## src/logic/mds_regs.svh

```systemverilog
// Register map, field positions, reset values and constants of the sync control block
// Functional notes
// - In dual sync mode the sync strobe aligns divider and FIFO read pointer.
// - Read pointer restarts at a fixed offset, absorbing per-device data delay.
// - The external sync strobe is captured on the conversion clock.
// - With PLL enabled an internal strobe replaces the external one.
// - Feedback divider sync enable lets the realign input reset the feedback divider.
// - Realign rising edge, sampled on the reference clock, resets the feedback divider.
// - No timing tie between realign and frame or between the two clocks.
// - Single sync mode resamples the write-pointer reset into the read domain.
// - Resampling may shift latency by whole cycles; this is tolerated.
// - With PLL in single sync mode the read pointer ignores the strobe.
// - Internal strobe comes from the feedback divider output, at its rate.
`ifndef MDS_REGS_SVH
`define MDS_REGS_SVH

`define MDS_ADDR_W          8
`define MDS_DATA_W          32
`define MDS_OFF_GEN_CTRL    8'h00
`define MDS_OFF_PLL_CTRL    8'h04
`define MDS_OFF_SYNC_SRC    8'h08
`define MDS_OFF_ALARM_STAT  8'h0C
`define MDS_OFF_IRQ_MASK    8'h10
`define MDS_OFF_STATE       8'h14

// General control fields
`define MDS_GEN_SYNC_ENA    0
`define MDS_GEN_DUAL_MODE   1
// PLL control fields
`define MDS_PLL_ENA         0
`define MDS_PLL_NDIVSYNC    1
`define MDS_PLL_NDIV_LSB    8
`define MDS_PLL_NDIV_MSB    15
// Sync source field
`define MDS_SRC_SEL         0
// Status and mask fields
`define MDS_ST_SYNC         0
`define MDS_ST_REALIGN      1
`define MDS_ST_ALARM        2
`define MDS_ST_W            3
// State readback fields
`define MDS_RB_PTR_LSB      0
`define MDS_RB_DIV_LSB      4
`define MDS_RB_NDIV_LSB     8

`define MDS_PINS_ZERO       4'h0
`define MDS_PTR_W           3
`define MDS_CLKDIV_W        4
`define MDS_NDIV_W          8
`define MDS_RD_PTR_OFFSET   3'h4
`define MDS_NDIV_RST        8'h04
`define MDS_PTR_ZERO        3'h0
`define MDS_DIV_ZERO        4'h0
`define MDS_NDIV_ZERO       8'h00
`define MDS_NDIV_ONE        8'h01
`define MDS_ST_ZERO         3'h0
`define MDS_WORD_ZERO       32'h00000000

`endif

```

## src/logic/mds_pkg.sv

```systemverilog
// Types of the sync control block
package mds_pkg;
    typedef enum logic {
        MDS_SRC_WR_RESET,
        MDS_SRC_STROBE
    } mds_src_t;
endpackage

```

## src/logic/mds_top.sv

```systemverilog
// Multi-device sync control with Wishbone register access
//
// Implementation choices: register access over Wishbone and the register offsets.
`timescale 1ns/1ps
`include "mds_regs.svh"
module mds_top (
    input  wire logic                     clk_i,
    input  wire logic                     rst_i,
    input  wire logic                     wb_cyc_i,
    input  wire logic                     wb_stb_i,
    input  wire logic                     wb_we_i,
    input  wire logic [`MDS_ADDR_W-1:0]   wb_adr_i,
    input  wire logic [3:0]               wb_sel_i,
    input  wire logic [`MDS_DATA_W-1:0]   wb_dat_i,
    output logic      [`MDS_DATA_W-1:0]   wb_dat_o,
    output logic                          wb_ack_o,
    input  wire logic                     sync_strobe_i,
    input  wire logic                     realign_i,
    input  wire logic                     wr_ptr_reset_i,
    input  wire logic                     fifo_alarm_i,
    output logic      [`MDS_PTR_W-1:0]    fifo_rd_ptr_o,
    output logic                          rd_ptr_reset_o,
    output logic      [`MDS_CLKDIV_W-1:0] clkdiv_count_o,
    output logic                          fb_div_strobe_o,
    output logic                          irq_o
);

    function automatic logic rise(input logic now_v, input logic old_v);
        rise = now_v & ~old_v;
    endfunction

    // Input synchronisers
    logic [3:0] meta;
    logic [3:0] stab;
    logic [3:0] stab_d;
    logic [3:0] next_meta;
    logic [3:0] next_stab;
    logic [3:0] next_stab_d;

    // Control registers
    logic                     sync_ena;
    logic                     dual_mode;
    logic                     pll_ena;
    logic                     ndivsync_ena;
    logic [`MDS_NDIV_W-1:0]   ndiv;
    mds_pkg::mds_src_t        src_sel;
    logic [`MDS_ST_W-1:0]     status;
    logic [`MDS_ST_W-1:0]     mask;
    logic                     next_sync_ena;
    logic                     next_dual_mode;
    logic                     next_pll_ena;
    logic                     next_ndivsync_ena;
    logic [`MDS_NDIV_W-1:0]   next_ndiv;
    mds_pkg::mds_src_t        next_src_sel;
    logic [`MDS_ST_W-1:0]     next_status;
    logic [`MDS_ST_W-1:0]     next_mask;
    logic [`MDS_DATA_W-1:0]   next_dat;
    logic                     next_ack;
    logic                     next_irq;

    // Datapath state
    logic [`MDS_NDIV_W-1:0]   ndiv_cnt;
    logic [`MDS_CLKDIV_W-1:0] clkdiv_cnt;
    logic [`MDS_PTR_W-1:0]    rd_ptr;
    logic                     fb_strobe;
    logic                     ptr_rst;
    logic [`MDS_NDIV_W-1:0]   next_ndiv_cnt;
    logic [`MDS_CLKDIV_W-1:0] next_clkdiv_cnt;
    logic [`MDS_PTR_W-1:0]    next_rd_ptr;
    logic                     next_fb_strobe;
    logic                     next_ptr_rst;

    // Decoded events
    logic                     strobe_edge;
    logic                     realign_edge;
    logic                     wr_rst_edge;
    logic                     alarm_edge;
    logic                     realign_hit;
    logic                     sync_event;
    logic                     sync_hit;
    logic                     wr_access;
    logic [`MDS_ST_W-1:0]     st_set;
    logic [`MDS_ST_W-1:0]     st_clr;
    logic [`MDS_NDIV_W-1:0]   ndiv_last;

    // Two flops before any logic reads a pin
    always_comb begin
        next_meta   = {fifo_alarm_i, wr_ptr_reset_i, realign_i, sync_strobe_i};
        next_stab   = meta;
        next_stab_d = stab;
    end

    always_ff @(posedge clk_i) begin
        if (rst_i) begin
            meta   <= `MDS_PINS_ZERO;
            stab   <= `MDS_PINS_ZERO;
            stab_d <= `MDS_PINS_ZERO;
        end else begin
            meta   <= next_meta;
            stab   <= next_stab;
            stab_d <= next_stab_d;
        end
    end

    // Event decode
    always_comb begin
        strobe_edge  = rise(stab[0], stab_d[0]);
        realign_edge = rise(stab[1], stab_d[1]);
        wr_rst_edge  = rise(stab[2], stab_d[2]);
        alarm_edge   = rise(stab[3], stab_d[3]);
        // Realign acts only with PLL and its enable; no tie to frame or data clock
        realign_hit  = realign_edge & pll_ena & ndivsync_ena;
        ndiv_last    = (ndiv == `MDS_NDIV_ZERO) ? `MDS_NDIV_ZERO : ndiv - `MDS_NDIV_ONE;
        // Source choice per mode
        if (dual_mode && (src_sel == mds_pkg::MDS_SRC_STROBE)) begin
            // PLL mode uses internal strobe, bypass uses pin strobe
            sync_event = pll_ena ? fb_strobe : strobe_edge;
        end else begin
            // Single source: strobe never moves the read pointer
            sync_event = wr_rst_edge;
        end
        sync_hit = sync_event & sync_ena;
    end

    // Feedback divider
    always_comb begin
        next_fb_strobe  = 1'b0;
        next_ndiv_cnt   = ndiv_cnt + `MDS_NDIV_ONE;
        if (realign_hit) begin
            next_ndiv_cnt = `MDS_NDIV_ZERO;
        end else if (ndiv_cnt >= ndiv_last) begin
            next_ndiv_cnt  = `MDS_NDIV_ZERO;
            next_fb_strobe = pll_ena;
        end
    end

    always_ff @(posedge clk_i) begin
        if (rst_i) begin
            ndiv_cnt  <= `MDS_NDIV_ZERO;
            fb_strobe <= 1'b0;
        end else begin
            ndiv_cnt  <= next_ndiv_cnt;
            fb_strobe <= next_fb_strobe;
        end
    end

    // Clock divider and read pointer
    always_comb begin
        next_clkdiv_cnt = clkdiv_cnt + `MDS_CLKDIV_W'(1);
        next_rd_ptr     = rd_ptr + `MDS_PTR_W'(1);
        next_ptr_rst    = sync_hit;
        if (sync_hit) begin
            next_clkdiv_cnt = `MDS_DIV_ZERO;
            next_rd_ptr     = `MDS_RD_PTR_OFFSET;
        end
    end

    always_ff @(posedge clk_i) begin
        if (rst_i) begin
            clkdiv_cnt <= `MDS_DIV_ZERO;
            rd_ptr     <= `MDS_PTR_ZERO;
            ptr_rst    <= 1'b0;
        end else begin
            clkdiv_cnt <= next_clkdiv_cnt;
            rd_ptr     <= next_rd_ptr;
            ptr_rst    <= next_ptr_rst;
        end
    end

    // Register writes, taken at the acknowledged edge
    always_comb begin
        wr_access         = wb_cyc_i & wb_stb_i & wb_we_i & wb_ack_o & wb_sel_i[0];
        next_sync_ena     = sync_ena;
        next_dual_mode    = dual_mode;
        next_pll_ena      = pll_ena;
        next_ndivsync_ena = ndivsync_ena;
        next_ndiv         = ndiv;
        next_src_sel      = src_sel;
        next_mask         = mask;
        st_clr            = `MDS_ST_ZERO;
        if (wr_access) begin
            unique case (wb_adr_i)
                `MDS_OFF_GEN_CTRL: begin
                    next_sync_ena  = wb_dat_i[`MDS_GEN_SYNC_ENA];
                    next_dual_mode = wb_dat_i[`MDS_GEN_DUAL_MODE];
                end
                `MDS_OFF_PLL_CTRL: begin
                    next_pll_ena      = wb_dat_i[`MDS_PLL_ENA];
                    next_ndivsync_ena = wb_dat_i[`MDS_PLL_NDIVSYNC];
                    if (wb_sel_i[1]) begin
                        next_ndiv = wb_dat_i[`MDS_PLL_NDIV_MSB:`MDS_PLL_NDIV_LSB];
                    end
                end
                `MDS_OFF_SYNC_SRC: begin
                    next_src_sel = wb_dat_i[`MDS_SRC_SEL] ? mds_pkg::MDS_SRC_STROBE
                                                          : mds_pkg::MDS_SRC_WR_RESET;
                end
                `MDS_OFF_ALARM_STAT: begin
                    st_clr = wb_dat_i[`MDS_ST_W-1:0];
                end
                `MDS_OFF_IRQ_MASK: begin
                    next_mask = wb_dat_i[`MDS_ST_W-1:0];
                end
                default: begin
                    next_mask = mask;
                end
            endcase
        end
    end

    always_ff @(posedge clk_i) begin
        if (rst_i) begin
            sync_ena     <= 1'b0;
            dual_mode    <= 1'b0;
            pll_ena      <= 1'b0;
            ndivsync_ena <= 1'b0;
            ndiv         <= `MDS_NDIV_RST;
            src_sel      <= mds_pkg::MDS_SRC_WR_RESET;
            mask         <= `MDS_ST_ZERO;
        end else begin
            sync_ena     <= next_sync_ena;
            dual_mode    <= next_dual_mode;
            pll_ena      <= next_pll_ena;
            ndivsync_ena <= next_ndivsync_ena;
            ndiv         <= next_ndiv;
            src_sel      <= next_src_sel;
            mask         <= next_mask;
        end
    end

    // Status and interrupt
    always_comb begin
        st_set                  = `MDS_ST_ZERO;
        st_set[`MDS_ST_SYNC]    = sync_hit;
        st_set[`MDS_ST_REALIGN] = realign_hit;
        st_set[`MDS_ST_ALARM]   = alarm_edge;
        // Set wins over a same-cycle clear
        next_status = (status & ~st_clr) | st_set;
        next_irq    = |(next_status & next_mask);
    end

    always_ff @(posedge clk_i) begin
        if (rst_i) begin
            status <= `MDS_ST_ZERO;
            irq_o  <= 1'b0;
        end else begin
            status <= next_status;
            irq_o  <= next_irq;
        end
    end

    // Read data and acknowledge
    always_comb begin
        next_ack    = wb_cyc_i & wb_stb_i & ~wb_ack_o;
        next_dat    = `MDS_WORD_ZERO;
        unique case (wb_adr_i)
            `MDS_OFF_GEN_CTRL: begin
                next_dat[`MDS_GEN_SYNC_ENA]  = sync_ena;
                next_dat[`MDS_GEN_DUAL_MODE] = dual_mode;
            end
            `MDS_OFF_PLL_CTRL: begin
                next_dat[`MDS_PLL_ENA]                         = pll_ena;
                next_dat[`MDS_PLL_NDIVSYNC]                    = ndivsync_ena;
                next_dat[`MDS_PLL_NDIV_MSB:`MDS_PLL_NDIV_LSB] = ndiv;
            end
            `MDS_OFF_SYNC_SRC: begin
                next_dat[`MDS_SRC_SEL] = (src_sel == mds_pkg::MDS_SRC_STROBE);
            end
            `MDS_OFF_ALARM_STAT: begin
                next_dat[`MDS_ST_W-1:0] = status;
            end
            `MDS_OFF_IRQ_MASK: begin
                next_dat[`MDS_ST_W-1:0] = mask;
            end
            `MDS_OFF_STATE: begin
                next_dat[`MDS_RB_PTR_LSB +: `MDS_PTR_W]     = rd_ptr;
                next_dat[`MDS_RB_DIV_LSB +: `MDS_CLKDIV_W]  = clkdiv_cnt;
                next_dat[`MDS_RB_NDIV_LSB +: `MDS_NDIV_W]   = ndiv_cnt;
            end
            default: begin
                next_dat = `MDS_WORD_ZERO;
            end
        endcase
    end

    always_ff @(posedge clk_i) begin
        if (rst_i) begin
            wb_dat_o <= `MDS_WORD_ZERO;
            wb_ack_o <= 1'b0;
        end else begin
            wb_dat_o <= next_dat;
            wb_ack_o <= next_ack;
        end
    end

    // Outputs straight from flops
    always_comb begin
        fifo_rd_ptr_o   = rd_ptr;
        rd_ptr_reset_o  = ptr_rst;
        clkdiv_count_o  = clkdiv_cnt;
        fb_div_strobe_o = fb_strobe;
    end

endmodule

```

## config.mk

```make
export PLATFORM = sky130hd
export DESIGN_NAME = mds_top
export DESIGN_NICKNAME = d
export VERILOG_FILES = /design/src/logic/mds_pkg.sv /design/src/logic/mds_top.sv
export VERILOG_INCLUDE_DIRS = /design/src /design/src/logic
export SDC_FILE = /design/constraint.sdc
export NUM_CORES = 1
export LEC_CHECK = 0
export BUFFER_PORTS_ARGS = -buffer_cell sky130_fd_sc_hd__buf_2
export CORE_MARGIN = 5
export CORE_UTILIZATION = 54
export CTS_CLUSTER_SIZE = 20
export DETAILED_ROUTE_END_ITERATION = 16
export PLACE_DENSITY_LB_ADDON = 0.12
export RECOVER_POWER = 25
export SETUP_SLACK_MARGIN = 0.5
export SLEW_MARGIN = 30
export SYNTH_ARGS = -nofsm -noshare
export SYNTH_HDL_FRONTEND = slang
export SYNTH_SLANG_ARGS = --single-unit
```

## constraint.sdc

```tcl
create_clock -name clk_i -period 5 [get_ports clk_i]
set_input_delay 1 -clock clk_i [delete_from_list [all_inputs] [get_ports clk_i]]
set_output_delay 1 -clock clk_i [all_outputs]
set_load 0.05 [all_outputs]
```

==> results of run 1 <==
-- worst paths after layout --
path                    endpoint  slack, ns  startpoint  cells past startpoint
setup / recovery     ndiv_cnt[1]       2.19     ndiv[0]                     12
hold / removal    next_stab_d[1]       0.45     meta[1]                      1
setup reg to reg     ndiv_cnt[1]       2.19     ndiv[0]                     12
hold reg to reg   next_stab_d[1]       0.45     meta[1]                      1
-- power groups by stage --
stage | Sequential, uW | Combinational (uW) | Clock (uW)
finish | 559 | 135 | 434
global placement | 570 | 131 | 0
detailed placement | 570 | 135 | 0
global route | 562 | 149 | 467
CTS | 559 | 137 | 446
floorplan | 579 | 98.4 | 0
-- area by class of cell --
cell class / count / area share
clock inverters: 5 / 0.0164
inverters: 12 / 0.0134
clock buffers: 11 / 0.0422
repair buffers: 55 / 0.0813
flip-flops and latches: 65 / 0.388
well taps: 70 / 0.0261
multi-input cells: 216 / 0.432
-- through the flow --
step / utilization / area, um2 / hold slack, ns / std cells / setup slack (ns)
final: 0.652 / 3350 / 0.446 / 434 / 2.19
after global placement: 0.613 / 3150 / 0.417 / 418 / 1.72
after global routing: 0.652 / 3350 / 0.463 / 434 / 1.95
after floorplan: - / 2940 / 0.414 / 317 / 2.30
after detailed placement: 0.615 / 3160 / 0.429 / 418 / 2.05
after CTS: 0.653 / 3360 / 0.453 / 434 / 2.16
-- state kept, by name, indices dropped and copies added (netlist names), 4 cells and up --
name / cells
next_stab_d: 4
stab_d: 4
meta: 4
ndiv_cnt: 8
ndiv: 8
clkdiv_count_o: 4
wb_dat_o: 15
-- cells in the final DEF (no fill, tap or decap), drive strengths merged, types with 5 or more instances in the layout --
cell type / netlist / routed
nand2b: 9 / 9
dfxtp: 65 / 65
and2: 5 / 5
buf: 19 / 53
nand2: 16 / 16
nand3: 13 / 13
a21oi: 9 / 9
a22o: 8 / 8
mux2i: 16 / 16
nor2b: 11 / 11
nor2: 40 / 40
inv: 12 / 12
clkbuf: 5 / 13
xor2: 8 / 8
o21ai: 5 / 5
conb: 1 / 17
and3: 5 / 5
ha: 12 / 12
-- cells by family after synthesis --
logic type,count (synthesis),share of synthesized area
other cells,1,0.00130
flops,65,0.451
mux,18,0.0634
compound gates,39,0.0946
xor+xnor,11,0.0334
simple gates,119,0.234
fa+ha+maj,12,0.0521
buf+inv,36,0.0694
-- layer usage --
| metal | up-vias | global-route usage | routed length [um] |
|---|---|---|---|
| li1 | 1127 | - | - |
| met1 | 1013 | 0.222 | 2710 |
| met2 | 60 | 0.277 | 2640 |
| met3 | 7 | 0.0673 | 412 |
| met4 | 0 | 0.0698 | 77 |
| met5 | - | 0 | 0 |
==> impl_results.md, run 1 <==
- Number of instances in the synthesized netlist: roughly 300
- Share of power burned in registers: 0.495
- Vertical die dimension: around 83 um
- Cts bufs inserted: 9
- Critical path, cell by cell: inv_1, ha_1, nand2_1, nor3_1, nand2b_1, and2_1, ha_1, nand2b_1, a21o_1, a211oi_1, o211ai_1, nor2_1
- Largest cells by area after synthesis: sky130_fd_sc_hd__dfxtp_1 45%, sky130_fd_sc_hd__mux2i_1 5.6%, sky130_fd_sc_hd__ha_1 5.2%
- Post-CTS setup repair buffer count: 0
- Critical-path cell with the highest stage delay: sky130_fd_sc_hd__dfxtp_1
- Worst min-delay path class: reg2reg
- Critical Path End Type: flip-flop
- Worst relative slew slack: -0.0748
- Final setup skew: approximately 0.0050 ns
- Pin count of the biggest net entering global routing: 41
- Core Area: around 5000 um2
- H-tree Lvls: 3
- Wire length per cell after detailed routing: ~13 um
- Maximum capacitance violations: 1
- Synthesis-stage register bit count: 65
- Cell area after synthesis: 2880 um2
- Outcome: complete, but fails checks
- Maximum fanout count along the critical path: 8
- HPWL after detailed placement: 4290 um
- Measured slew at the worst slew-check pin: approximately 1.6 ns
- Share of the clock period used by the worst path: 0.561
- Row count: 26
- Diode count: 0
- Critical path data arrival time: just over 3 ns
- Number of violations reported at the end of detailed-routing iteration 0: 156
- Final routed DRC violation total: 0
- Count of flip-flops with a built-in enable after synthesis: 0
- Most used flip-flop cell after synthesis: sky130_fd_sc_hd__dfxtp_1
- Power per standard cell area: around 340 nW/um2
- Total power of the final layout: 1130 uW
- Count of hold buffers inserted by post-cts repair: 0
- FFs w/ async S/R, synth: 0
- Leakage: 0.00153 uW
- Cell types with the highest counts after synthesis: 65 x sky130_fd_sc_hd__dfxtp_1, 40 x sky130_fd_sc_hd__nor2_1, 17 x sky130_fd_sc_hd__buf_4, 16 x sky130_fd_sc_hd__mux2i_1, 16 x sky130_fd_sc_hd__nand2_1
- Violations in the final reports: capacitance limit, slew limit
- Via count of the first global-routing pass: ~2100
- Detailed-routing iteration count for the pre-antenna-repair pass: 4
- Via count of the routed design: roughly 2200
- Warning count from the yosys run: 0
- Clock share of power: 0.385
- Number of failing hold endpoints at the final stage: 0
- Clock tree from TritonCTS: built
- Number of nets still failing antenna checks after routing: 0
- Via count normalized by instance count: just over 5
- Peak supply drop: roughly 230 uV
- Layout fillers: between 400 and 500
- Dominant cell type by area after synthesis: sky130_fd_sc_hd__dfxtp_1
- Initial antenna violation count: 0
- Number of buffers added on ports: 55
- Number of top-level pins: 96
- Starting utilization of the core area: 0.561
- Full die area: about 6900 um2
- Portion of the post-synthesis area used by sequential elements: 0.451
- Fmax: approximately 360 MHz
- Worst EP required: approximately 5.3 ns
- Post-Syn Area per Cell: roughly 9.6 um2
- Delay-heaviest family, CP: simple AND/OR/NAND/NOR gates
- Maximum clock insertion buffer count: 2
- Total GRT Usage: 0.178
- Setup repair after global routing missed its margin: false
- Clock latency on the worst-skew pair: between 0.3 and 0.4 ns
- Internal power: ~800 uW
- First-pass GRT wire length: 9890 um
- Routability cong.: just over 0.8
- Wire length reported by the detailed router: between 5000 and 6000 um
- Footprint of the multi-input gates: 1450 um2
- Combined buffer and inverter count along the critical path: 1
- Synth-to-Final Area Change: 16.3%
- Share of the synthesized area in the top cell type: 0.451
- Clock-pin slew on the worst setup and hold paths: ~0.07 ns
- Worst setup SP type: flip-flop
- Sequential cell area: 1300 um2
- Die width: around 83 um
- Setup TNS: 0 ns
- Number of distinct standard cells referenced by the synthesized netlist: 49
- Cell with the most instances after synthesis: sky130_fd_sc_hd__dfxtp_1
- Post_cts resized: 0
- Net load switching power: just over 300 uW
- Combinational fraction of design power: 0.120
- Final Max Slew Viols: 41
- Worst Setup Path Type: reg2reg
- Count of nets after finishing: ~420
- Total gr overflow: 0
- Clock period minus worst slack: approximately 2.8 ns
- Switching share of total power: 0.274
- Proportion of layout cells with a drive suffix above 1: 0.214
- Peak per-stage delay on the critical path: 0.35 ns
- Cell at the root of the clock tree: sky130_fd_sc_hd__clkbuf_8
- CTS sink count: 65
- Total of endpoints with negative setup slack in the final report: 0
(Power assumes the default switching activity.)
==> run 2: changes to the inputs <==
--- a/config.mk
+++ b/config.mk
@@ -6,9 +6,10 @@
 export SDC_FILE = /design/constraint.sdc
 export NUM_CORES = 1
 export LEC_CHECK = 0
+export ABC_AREA = 1
 export BUFFER_PORTS_ARGS = -buffer_cell sky130_fd_sc_hd__buf_2
 export CORE_MARGIN = 5
-export CORE_UTILIZATION = 54
+export CORE_UTILIZATION = 51
 export CTS_CLUSTER_SIZE = 20
 export DETAILED_ROUTE_END_ITERATION = 16
 export PLACE_DENSITY_LB_ADDON = 0.12
==> constraint.sdc (replaced) <==
create_clock -name clk_i -period 2.7 [get_ports clk_i]
set_input_delay 0.54 -clock clk_i [delete_from_list [all_inputs] [get_ports clk_i]]
set_output_delay 0.54 -clock clk_i [all_outputs]
set_load 0.05 [all_outputs]
==> run 2 against run 1 <==
Effect of this change:
- the flow still finishes with violations (capacitance limit, slew limit)
- largest power group unchanged
- die area rose by 10%
- largest cell class unchanged
- non-clock buffer count rose by 2
- cell count up 26%
- power is 83% higher
- first-iteration DRC count is 12% lower
- core utilization fell by 4.5 points
- critical path depth did not move
- worst hold slack got worse by 0.043 ns
==> impl_results.md, run 2 <==
- Starting utilization of the core area: 0.519
- Pin count of the biggest net entering global routing: 37
- HPWL after detailed placement: approximately 4700 um
- Total of endpoints with negative setup slack in the final report: 0
- Share of the clock period used by the worst path: 0.768
- Final routed DRC violation total: 0
- Number of instances in the synthesized netlist: about 410
- Worst EP required: between 2 and 3 ns
- Setup repair after global routing missed its margin: false
- Cell area after synthesis: ~3000 um2
- Critical Path End Type: flip-flop
- Peak per-stage delay on the critical path: between 0.3 and 0.4 ns
- Dominant cell type by area after synthesis: sky130_fd_sc_hd__dfxtp_1
- Cts bufs inserted: 9
- Worst relative slew slack: -0.0391
- Layout fillers: between 500 and 600
- Vertical die dimension: between 80 and 90 um
- Number of buffers added on ports: 55
- Clock latency on the worst-skew pair: 0.34 ns
- Clock period minus worst slack: just over 2 ns
- Wire length per cell after detailed routing: ~12 um
- Detailed-routing iteration count for the pre-antenna-repair pass: 4
- Cell types with the highest counts after synthesis: 81 x sky130_fd_sc_hd__nand2_1, 65 x sky130_fd_sc_hd__dfxtp_1, 57 x sky130_fd_sc_hd__nor2_1, 53 x sky130_fd_sc_hd__inv_1, 34 x sky130_fd_sc_hd__nand3_1
- Most used cells in the layout excluding fill and tap cells: 81 x sky130_fd_sc_hd__nand2_1, 63 x sky130_fd_sc_hd__dfxtp_1, 55 x sky130_fd_sc_hd__nor2_1
- Violations in the final reports: capacitance limit, slew limit
- FFs w/ async S/R, synth: 0
- Total gr overflow: 0
- Sequential cell area: between 1000 and 1500 um2
- Maximum capacitance violations: 1
- Proportion of layout cells with a drive suffix above 1: 0.208
- Full die area: ~7600 um2
- Leakage: 0.00168 uW
- Portion of the post-synthesis area used by sequential elements: 0.429
- Critical path, cell by cell: inv_2, ha_4, nand3_4, nor3_4, or2_2, ha_1, a21oi_1, o21ai_0, nand2_1, nand4_1, buf_6, nor2_1
- Clock tree from TritonCTS: built
- Maximum fanout count along the critical path: 8
- Outcome: complete, but fails checks
- Diode count: 0
- Number of failing hold endpoints at the final stage: 0
- Delay-heaviest family, CP: simple AND/OR/NAND/NOR gates
- Number of distinct standard cells referenced by the synthesized netlist: 30
- Warning count from the yosys run: 0
- Combined buffer and inverter count along the critical path: 2
- Most used flip-flop cell after synthesis: sky130_fd_sc_hd__dfxtp_1
- Via count normalized by instance count: 4.79
- Synth-to-Final Area Change: 17.1%
- Power per standard cell area: between 500 and 600 nW/um2
- Final setup skew: between 0.005 and 0.006 ns
- Clock-pin slew on the worst setup and hold paths: ~0.07 ns
- Post-Syn Area per Cell: around 7.5 um2
- Number of top-level pins: 96
- Wire length reported by the detailed router: 6320 um
- Maximum clock insertion buffer count: 2
- Count of hold buffers inserted by post-cts repair: 0
- Share of the synthesized area in the top cell type: 0.429
- Number of cells after detailed placement: roughly 530
- Peak supply drop: a little over 400 uV
- Footprint of the multi-input gates: between 1000 and 1500 um2
- CTS sink count: 65
- Die width: 87.2 um
- Worst Setup Path Type: reg2reg
- Largest reg by FF count: wb_dat_o
- Cell with the most instances after synthesis: sky130_fd_sc_hd__nand2_1
- Final Max Slew Viols: 37
- Number of violations reported at the end of detailed-routing iteration 0: about 140
- Core Area: 5850 um2
- Top flop regs: wb_dat_o: 15 flops, ndiv: 8 flops, ndiv_cnt: 8 flops
- Non-filler instance count after layout: between 500 and 600
- Largest cells by area after synthesis: sky130_fd_sc_hd__dfxtp_1 43%, sky130_fd_sc_hd__nand2_1 10%, sky130_fd_sc_hd__nor2_1 7.0%
- First-pass GRT wire length: ~11000 um
- Count of flip-flops with a built-in enable after synthesis: 0
- Commonest non-fill, non-tap cell in the layout: sky130_fd_sc_hd__nand2_1
- Count of nets after finishing: roughly 530
- Max FFs per register: 15
- Measured slew at the worst slew-check pin: ~1.6 ns
- Worst setup SP type: flip-flop
- Setup TNS: 0 ns
- Row count: 28
- Routability cong.: about 0.8
- Number of nets still failing antenna checks after routing: 0
- H-tree Lvls: 3
- Total GRT Usage: 0.177
- Fmax: approximately 480 MHz
- Via count of the routed design: ~2600
- Via count of the first global-routing pass: 2379
- Cell at the root of the clock tree: sky130_fd_sc_hd__clkbuf_8
- Critical path data arrival time: 2.35 ns
- Synthesis-stage register bit count: 65
- Total power of the final layout: roughly 2100 uW
- Worst min-delay path class: in2reg
- Critical-path cell with the highest stage delay: sky130_fd_sc_hd__dfxtp_4
- Initial antenna violation count: 0
==> run 2: changes by cell type after synthesis, sizes merged, moves of 8 or more <==
cell / change
nor2b: -11
nand2: +69
nand2b: -9
mux2i: -16
inv: +44
nand3: +22
a22o: -8
a21oi: +19
nor2: +23
==> run 2: path summary, 6_finish.rpt <==
path,startpoint,endpoint,slack (ns),cells after the start
setup / recovery,ndiv[0],ndiv_cnt[6],0.63,12
hold / removal,wr_ptr_reset_i,meta[2],0.40,3
setup reg to reg,ndiv[0],ndiv_cnt[6],0.63,12
hold reg to reg,meta[0],next_stab_d[0],0.40,2
==> run 2: per-stage QoR <==
stage,hold slack [ns],instance area (um2),utilization,setup slack (ns)
final,0.403,3550,0.608,0.625
after global routing,0.406,3550,0.608,0.523
after CTS,0.387,3520,0.602,0.512
after detailed placement,0.396,3310,0.566,0.138
after global placement,0.392,3310,0.566,0.256
after floorplan,0.388,3100,-,0.598
==> run 2: repair_timing <==
item	CTS	global route
resized for setup	6	13
endpoints found under the setup margin	9	9
setup buffers	1	0
pin swaps	4	3
gates cloned	0	0
==> run 2: kinds of logic after synthesis <==
logic type,share of synthesized area
flip-flops,0.429
buffers and inverters,0.124
other,0.00123
AO/OA/AOI/OAI,0.0684
AND/OR/NAND/NOR,0.296
XOR/XNOR,0.0317
adder cells (fa/ha/maj),0.0494
==> run 2: power breakdown <==
part           switching, uW  total [uW]  internal (uW)
clock network            346         766            421
logic                    189         272           83.1
registers               31.4        1020            992
total                    566        2060           1500
==> run 2: worst min-delay path, cell delays in order <==
cell and delay, ns:
sky130_fd_sc_hd__buf_2 0.09, sky130_fd_sc_hd__inv_1 0.04, sky130_fd_sc_hd__nor2_1 0.03
==> run 2: layout make-up <==
| type | count | area share |
|---|---|---|
| inverter | 56 | 0.0605 |
| multi-input combinational | 279 | 0.414 |
| tap | 75 | 0.0264 |
| clock buffer | 12 | 0.0380 |
| clock inverter | 3 | 0.0120 |
| timing repair buffer | 57 | 0.0813 |
| sequential | 65 | 0.367 |
==> run 2: metal layers <==
layer  track usage  up-vias  wire length, um  share of wire
met4        0.0669        0               78          0.012
met2         0.264       80             2770           0.44
met3        0.0464        8              468          0.074
met5             0        -                0              0
met1         0.245     1157             3010           0.48
li1              -     1373                -              -
